`config.mk`:
```
export PLATFORM = sky130hd
export DESIGN_NAME = srg_top
export DESIGN_NICKNAME = d
export VERILOG_FILES = /design/src/rtl/srg_pkg.sv /design/src/rtl/srg_rise.sv /design/src/rtl/srg_stages.sv /design/src/rtl/srg_top.sv
export SDC_FILE = /design/constraint.sdc
export NUM_CORES = 1
export LEC_CHECK = 0
export BUFFER_PORTS_ARGS = -buffer_cell sky130_fd_sc_hd__buf_2
export CAP_MARGIN = 20
export CORE_ASPECT_RATIO = 2
export CORE_MARGIN = 2
export CORE_UTILIZATION = 59
export DETAILED_ROUTE_END_ITERATION = 10
export PLACE_DENSITY_LB_ADDON = 0.25
export SKIP_CTS_REPAIR_TIMING = 1
export SLEW_MARGIN = 10
export SYNTH_ARGS = -nofsm -noshare
export SYNTH_HDL_FRONTEND = slang
export SYNTH_SLANG_ARGS = --single-unit
export TNS_END_PERCENT = 50
```
`constraint.sdc`:
```
create_clock -name CLK_I -period 2.6 [get_ports CLK_I]
set_input_delay 0.26 -clock CLK_I [delete_from_list [all_inputs] [get_ports CLK_I]]
set_output_delay 0.26 -clock CLK_I [all_outputs]
set_load 0.05 [all_outputs]
```
`src/rtl/srg_pkg.sv`:
```
// Shared constants and carrier types for the eight-stage shift register block.
package srg_pkg;

    localparam int          STAGE_COUNT    = 8;
    localparam int          WORD_WIDTH     = 32;
    localparam int          ADDR_WIDTH     = 8;
    localparam int          DATA_WIDTH     = 32;

    localparam logic [7:0]  REG_CONFIG     = 8'h00;
    localparam logic [7:0]  REG_STATUS     = 8'h04;
    localparam logic [7:0]  REG_WORD_BASE  = 8'h10;
    localparam logic [7:0]  REG_WORD_LAST  = 8'h2C;

    localparam int          CFG_FORMAT_BIT = 0;
    localparam logic        FORMAT_RESET   = 1'b0;

    localparam int          STS_BITS_LSB   = 0;
    localparam int          STS_FORMAT_BIT = 8;
    localparam int          STS_ENABLE_BIT = 9;
    localparam int          STS_OP_LSB     = 12;

    typedef struct packed {
        logic enable;
        logic fwd_pulse;
        logic bwd_pulse;
        logic clear;
        logic fwd_bit;
        logic bwd_bit;
    } srg_coils_type;

    typedef logic [STAGE_COUNT-1:0][WORD_WIDTH-1:0] srg_words_type;

    typedef enum logic [3:0] {
        SRG_OP_IDLE  = 4'h1,
        SRG_OP_FWD   = 4'h2,
        SRG_OP_BWD   = 4'h4,
        SRG_OP_CLEAR = 4'h8
    } srg_op_type;

endpackage

```
`src/rtl/srg_rise.sv`:
```
// Rising-edge detector for the pulse coils.
`timescale 1ns/1ps
module srg_rise #(
    parameter int WIDTH = 2
) (
    input  wire logic             clk_i,
    input  wire logic             reset_n_i,
    input  wire logic             ce_i,
    input  wire logic [WIDTH-1:0] level_i,
    output logic      [WIDTH-1:0] rise_o
);
    import srg_pkg::*;

    logic [WIDTH-1:0] prev;

    // The previous level is tracked even while the block is disabled, so a coil
    // that is already high when the enable arrives does not count as a new pulse.
    always_ff @(posedge clk_i or negedge reset_n_i) begin
        if (!reset_n_i) begin
            prev <= '0;
        end else if (ce_i) begin
            prev <= level_i;
        end
    end

    assign rise_o = level_i & ~prev;

endmodule

```
`src/rtl/srg_stages.sv`:
```
// Linear, non-circulating shift stage array with forward and backward loading.
`timescale 1ns/1ps
module srg_stages #(
    parameter int DEPTH = 8,
    parameter int WIDTH = 32
) (
    input  wire logic                        clk_i,
    input  wire logic                        reset_n_i,
    input  wire logic                        ce_i,
    input  wire logic                        clear_i,
    input  wire logic                        shift_fwd_i,
    input  wire logic                        shift_bwd_i,
    input  wire logic [WIDTH-1:0]            fwd_in_i,
    input  wire logic [WIDTH-1:0]            bwd_in_i,
    output logic      [DEPTH-1:0][WIDTH-1:0] stage_o
);
    import srg_pkg::*;

    genvar i;
    generate
        for (i = 0; i < DEPTH; i++) begin : g_stage
            logic [WIDTH-1:0] fwd_src;
            logic [WIDTH-1:0] bwd_src;
            // The end stages take the new entry; the far end simply drops its content.
            if (i == 0) begin : g_first
                assign fwd_src = fwd_in_i;
            end else begin : g_fwd_mid
                assign fwd_src = stage_o[i-1];
            end
            if (i == DEPTH - 1) begin : g_last
                assign bwd_src = bwd_in_i;
            end else begin : g_bwd_mid
                assign bwd_src = stage_o[i+1];
            end
            always_ff @(posedge clk_i or negedge reset_n_i) begin
                if (!reset_n_i) begin
                    stage_o[i] <= '0;
                end else if (ce_i) begin
                    if (clear_i) begin
                        stage_o[i] <= '0;
                    end else if (shift_fwd_i) begin
                        stage_o[i] <= fwd_src;
                    end else if (shift_bwd_i) begin
                        stage_o[i] <= bwd_src;
                    end
                end
            end
        end
    endgenerate

endmodule

```
`src/rtl/srg_top.sv`:
```
// Top of the eight-stage bidirectional shift register with bit and word formats.
//
// What this block does
// - No stage action happens while the enable coil is off.
// - Bit format: forward pulse loads forward bit.
// - Word format: forward pulse loads forward value.
// - Forward pulse moves stages toward stage eight.
// - Bit format: backward pulse loads stage eight.
// - Word format: backward pulse loads word stage eight.
// - Backward pulse moves stages toward stage one.
// - Far-end entry is dropped, never recirculated.
// - Clear zeroes every stage in both formats.
// - Two formats: bit stages or word stages.
// - Word stages hold signed 32-bit values.
// - Bit format: contact closed while stage holds one.
// - Word outputs show stages only in word format.
// - Bit format ignores value inputs and outputs.
// - Format defaults to bit after reset.
`timescale 1ns/1ps
module srg_top (
    input  wire logic                              CLK_I,
    input  wire logic                              RESET_N_I,
    input  wire logic                              CE_I,
    input  wire srg_pkg::srg_coils_type            COILS_I,
    input  wire logic signed [srg_pkg::WORD_WIDTH-1:0] FORWARD_VALUE_IN_I,
    input  wire logic signed [srg_pkg::WORD_WIDTH-1:0] BACKWARD_VALUE_IN_I,
    input  wire logic [srg_pkg::ADDR_WIDTH-1:0]    ADDR_I,
    input  wire logic [srg_pkg::DATA_WIDTH-1:0]    WDATA_I,
    input  wire logic                              WR_I,
    input  wire logic                              RD_I,
    output logic      [srg_pkg::DATA_WIDTH-1:0]    RDATA_O,
    output logic      [srg_pkg::STAGE_COUNT-1:0]   BIT_STAGE_CONTACTS_O,
    output srg_pkg::srg_words_type                 WORD_STAGE_OUTPUTS_O
);
    import srg_pkg::*;

    logic                                 double_word_format;
    logic [1:0]                           pulse_rise;
    logic                                 fwd_rise;
    logic                                 bwd_rise;
    logic                                 do_clear;
    logic                                 do_fwd;
    logic                                 do_bwd;
    logic                                 bit_fwd;
    logic                                 bit_bwd;
    logic                                 word_fwd;
    logic                                 word_bwd;
    logic [STAGE_COUNT-1:0][0:0]          bit_stage;
    srg_words_type                        word_stage;
    srg_op_type                           op;
    srg_op_type                           next_op;
    logic [2:0]                           word_index;
    logic [ADDR_WIDTH-1:0]                word_offset;
    logic [DATA_WIDTH-1:0]                next_rdata;

    srg_rise #(
        .WIDTH (2)
    ) u_rise (
        .clk_i     (CLK_I),
        .reset_n_i (RESET_N_I),
        .ce_i      (CE_I),
        .level_i   ({COILS_I.bwd_pulse, COILS_I.fwd_pulse}),
        .rise_o    (pulse_rise)
    );

    assign fwd_rise = pulse_rise[0];
    assign bwd_rise = pulse_rise[1];

    // Clear is a level, so it keeps the stages at zero for as long as it is held.
    assign do_clear = COILS_I.enable & COILS_I.clear;
    assign do_fwd   = COILS_I.enable & ~COILS_I.clear & fwd_rise & ~bwd_rise;
    assign do_bwd   = COILS_I.enable & ~COILS_I.clear & bwd_rise & ~fwd_rise;

    // Only the register of the selected format moves; the other keeps its content.
    assign bit_fwd  = do_fwd & ~double_word_format;
    assign bit_bwd  = do_bwd & ~double_word_format;
    assign word_fwd = do_fwd & double_word_format;
    assign word_bwd = do_bwd & double_word_format;

    // Stage one is index zero.
    srg_stages #(
        .DEPTH (STAGE_COUNT),
        .WIDTH (1)
    ) u_bits (
        .clk_i       (CLK_I),
        .reset_n_i   (RESET_N_I),
        .ce_i        (CE_I),
        .clear_i     (do_clear),
        .shift_fwd_i (bit_fwd),
        .shift_bwd_i (bit_bwd),
        .fwd_in_i    (COILS_I.fwd_bit),
        .bwd_in_i    (COILS_I.bwd_bit),
        .stage_o     (bit_stage)
    );

    srg_stages #(
        .DEPTH (STAGE_COUNT),
        .WIDTH (WORD_WIDTH)
    ) u_words (
        .clk_i       (CLK_I),
        .reset_n_i   (RESET_N_I),
        .ce_i        (CE_I),
        .clear_i     (do_clear),
        .shift_fwd_i (word_fwd),
        .shift_bwd_i (word_bwd),
        .fwd_in_i    (FORWARD_VALUE_IN_I),
        .bwd_in_i    (BACKWARD_VALUE_IN_I),
        .stage_o     (word_stage)
    );

    assign BIT_STAGE_CONTACTS_O = double_word_format ? '0 : bit_stage;
    assign WORD_STAGE_OUTPUTS_O = double_word_format ? word_stage : '0;

    // Format selection; changing it leaves both stage registers untouched.
    always_ff @(posedge CLK_I or negedge RESET_N_I) begin
        if (!RESET_N_I) begin
            double_word_format <= FORMAT_RESET;
        end else if (CE_I && WR_I && ADDR_I == REG_CONFIG) begin
            double_word_format <= WDATA_I[CFG_FORMAT_BIT];
        end
    end

    always_comb begin
        next_op = SRG_OP_IDLE;
        if (do_clear) begin
            next_op = SRG_OP_CLEAR;
        end else if (do_fwd) begin
            next_op = SRG_OP_FWD;
        end else if (do_bwd) begin
            next_op = SRG_OP_BWD;
        end
    end

    always_ff @(posedge CLK_I or negedge RESET_N_I) begin
        if (!RESET_N_I) begin
            op <= SRG_OP_IDLE;
        end else if (CE_I) begin
            case (op)
                SRG_OP_IDLE:  op <= next_op;
                SRG_OP_FWD:   op <= next_op;
                SRG_OP_BWD:   op <= next_op;
                SRG_OP_CLEAR: op <= next_op;
                default:      op <= SRG_OP_IDLE;
            endcase
        end
    end

    // The word window does not start at zero, so the index is taken from the offset to its base.
    assign word_offset = ADDR_I - REG_WORD_BASE;
    assign word_index  = word_offset[4:2];

    always_comb begin
        next_rdata = '0;
        if (!RD_I) begin
            next_rdata = '0;
        end else if (ADDR_I == REG_CONFIG) begin
            next_rdata[CFG_FORMAT_BIT] = double_word_format;
        end else if (ADDR_I == REG_STATUS) begin
            next_rdata[STS_BITS_LSB +: STAGE_COUNT] = bit_stage;
            next_rdata[STS_FORMAT_BIT]              = double_word_format;
            next_rdata[STS_ENABLE_BIT]              = COILS_I.enable;
            next_rdata[STS_OP_LSB +: 4]             = op;
        end else if (ADDR_I >= REG_WORD_BASE && ADDR_I <= REG_WORD_LAST && ADDR_I[1:0] == 2'h0) begin
            next_rdata = word_stage[word_index];
        end
    end

    // Read data follow the strobe by one cycle and return to zero on the first enabled cycle without it; they hold while CE_I is low.
    always_ff @(posedge CLK_I or negedge RESET_N_I) begin
        if (!RESET_N_I) begin
            RDATA_O <= '0;
        end else if (CE_I) begin
            RDATA_O <= next_rdata;
        end
    end
endmodule

```
==> results.sh <==
export IMPL_crit_chain="buf_12 -> buf_12 -> and2_1 -> buf_2"
export IMPL_hold_path_class="in -> reg"
export IMPL_ant_nets=0
export IMPL_cts_tree="built"
export IMPL_grt_max_degree=120
export IMPL_vias=13900
export IMPL_die_area_um2=31600
export IMPL_ys_seq_elements=303
export IMPL_dp_hpwl_um=33000
export IMPL_grt_pass1_vias=14200
export IMPL_syn_num_nets=1595
export IMPL_synth_area_per_cell_um2=12.0
export IMPL_crit_buf_inv=3
export IMPL_arrival_ns=2.18
export IMPL_initial_core_util_pct=60.1
export IMPL_io_buffers=379
export IMPL_wl_per_cell_um=22.8
export IMPL_rows=89
export IMPL_clk_latency_ns=0.55
export IMPL_setup_viol=0
export IMPL_hold_viol=24
export IMPL_fin_area_um2=21000
export IMPL_cts_max_level=1
export IMPL_rsz0062_at_grt="false"
export IMPL_cpMaxStageDelayCell="dfrtp_4"
export IMPL_path_common_cell="buf_12"
export IMPL_io_pins=411
export IMPL_synthCells=1480
export IMPL_routed_via_density=6.35
export IMPL_synth_seq_area_share_pct=42.7
export IMPL_cp_top_family="buffers and inverters"
export IMPL_drc=0
export IMPL_max_freq_mhz=409
export IMPL_drive_above_1_share_pct=29.9
export IMPL_synth_async_reset_ratio_pct=100
export IMPL_cts_sinks=303
export IMPL_gr_max_usage_layer="met2"
export IMPL_ir_worst_vdd_mv=0.547
export IMPL_violations="hold timing"
export IMPL_slowest_delay_ns=0.57
export IMPL_met2_usage_pct=53.1
export IMPL_max_slew_worst_pin_slew_ns=0.742
export IMPL_die_x_um=127
export IMPL_gp_congestion=0.890
export IMPL_setup_tns_final_ns=0
export IMPL_period_needed_ns=2.44
export IMPL_max_slew_margin_rel_pct=50.6
export IMPL_status="finished, violations left"
export IMPL_cts_buffers=28
export IMPL_p_per_area_nw_per_um2=465
export IMPL_clk_path_buf_depth=3
export IMPL_ys_warn_count=0
export IMPL_maxCapViolations=0
export IMPL_yosys_area_top_type_share_pct=42.6
export IMPL_core_um2=29500
export IMPL_synth_flop_cell="dfrtp_1"
export IMPL_cts_root_buf="clkbuf_16"
export IMPL_grt_usage_pct=30.8
export IMPL_finClkSkew_ns=0.0152
export IMPL_drtPass1Iterations=5
export IMPL_synth_distinct_cells=46
export IMPL_yosysMostFrequentCell="dfrtp_1"
export IMPL_syn_cell_area_um2=17700
export IMPL_dp_worst_setup_slack_ns=0.481
export IMPL_layout_setup_ws_ns=0.158
export IMPL_clk_pin_slew_ns=0.07
export IMPL_layout_nets=1923
export IMPL_cp_data_required_time_ns=2.34
export IMPL_drtIter0Drc=947
export IMPL_syn_to_final_growth_pct=18.1
export IMPL_fin_crit_sh_pct=93.9
export IMPL_grt_use_met3_pct=3.69
export IMPL_ys_top_cells_by_count="dfrtp_1 (302), mux2i_1 (295), o2bb2ai_1 (264)"
export IMPL_synth_edf_count=0
export IMPL_yosys_area_top_type="dfrtp_1"
export IMPL_slew_violations=0
export IMPL_grt_first_pass_wirelength_um=78600
export IMPL_wl_um=50000
export IMPL_worst_setup_path_end_kind="output port"
export IMPL_grt_ovfl_total=0
export IMPL_critPathMaxFanout=89
export IMPL_whs_ns=-0.0170
export IMPL_met1_usage_pct=38.6
export IMPL_worstSetupPathType="reg -> out"
export IMPL_fp_dieH_um=249
export IMPL_cp_start_kind="flip-flop"
export IMPL_antenna_found_initial=3
export IMPL_synth_area_top_cells="dfrtp_1 (43%), mux2i_1 (17%), o2bb2ai_1 (13%)"
export IMPL_placedInstanceArea_um2=19800
export IMPL_p_leak_uw=0.0114
==> cell usage in the layout (no fill, tap or decap), drive strengths merged, types with 4 or more instances in the layout <==
cell and instances:
dfrtp 302, mux2i 295, a21oi 15, buf 426
o2bb2ai 264, mux4 64, o21ai 25, inv 20
mux2 4, dlygate4sd3 20, o22ai 18, and2 256
nand2b 4, nand2 7, clkbuf 44, nor2b 23
==> where the power goes <==
group	internal [uW]	switching [uW]	total (uW)	leakage [uW]
Clock	2340	1820	4160	0.000448
Sequential	4760	84.1	4850	0.00422
Combinational	282	454	736	0.00676
==> registers in the layout (all words and copies together), names as in the netlist <==
name and flops:
RDATA_O 32, double_word_format 1, op 4, u_bits.g_stage.bwd_src 7
u_bits.g_stage.fwd_src 1, u_rise.prev 2, u_words.g_stage.bwd_src 224, u_words.g_stage.fwd_src 32
==> per-stage QoR <==
step / utilization (%) / hold WS [ns] / instances / power [uW]
after floorplan: - / -0.0356 / 1480 / 5330
after global placement: 67.1 / 0.293 / 2121 / 5630
after detailed placement: 67.1 / 0.292 / 2121 / 5650
after CTS: 70.2 / -0.293 / 2171 / 9780
after global routing: 71.0 / 0.000649 / 2195 / 10100
final: 71.0 / -0.0170 / 2195 / 9740
==> cell families (layout without fill, tap and decap cells) <==
family	after synthesis	in the layout	share of synthesized area (%)
buffers and inverters	167	515	5.49
AOI/OAI and AO/OA	333	333	15.4
and+or+nand+nor	309	309	11.0
DFF	303	303	42.7
xor gates and xnor gates	5	5	0.353
muxes	363	363	25.0
other	0	3	0
==> per-layer routing <==
layer	wire, um	part of all wire (%)	up-vias
met5	0	0	-
met4	2280	4.6	0
met3	2580	5.2	120
met2	26200	52	569
met1	18900	38	7072
li1	-	-	6180
==> cell type report <==
cell class                      instances  area [um2]
Antenna cell                            3        7.51
Clock inverter                          6        61.3
Timing Repair Buffer                  446        2710
Tap cell                              364         455
Multi-Input combinational cell       1010        9210
Clock buffer                           44         852
Sequential cell                       303        7590
Fill cell                            2159        8560
Inverter                               19        71.3
==> path summary, 6_finish.rpt <==
kind | depth (start not counted) | slack (ns) | to | start
setup / recovery | 4 | 0.16 | WORD_STAGE_OUTPUTS_O[45] | double_word_format$_DFFE_PN0P_
hold / removal | 3 | -0.02 | u_words.g_stage[1].fwd_src[24]$_DFFE_PN0P_ | FORWARD_VALUE_IN_I[24]
setup reg to reg | 5 | 0.48 | u_words.g_stage[0].bwd_src[23]$_DFFE_PN0P_ | u_rise.prev[1]$_DFFE_PN0P_
hold reg to reg | 1 | 0.50 | u_rise.prev[1]$_DFFE_PN0P_ | u_rise.prev[1]$_DFFE_PN0P_
max in group asynchronous | 3 | 1.39 | u_words.g_stage[1].bwd_src[3]$_DFFE_PN0P_ | RESET_N_I
min in group asynchronous | 2 | 0.24 | u_words.g_stage[3].bwd_src[9]$_DFFE_PN0P_ | RESET_N_I
==> worst register-to-register path, stage by stage, from the launching register on <==
cell and delay [ns]:
dfrtp_1 0.37, nand2b_1 0.35, xnor2_4 0.30, o21ai_4 0.26, buf_4 0.55, o2bb2ai_1 0.21
No activity file was read; power rests on OpenSTA's default activity.
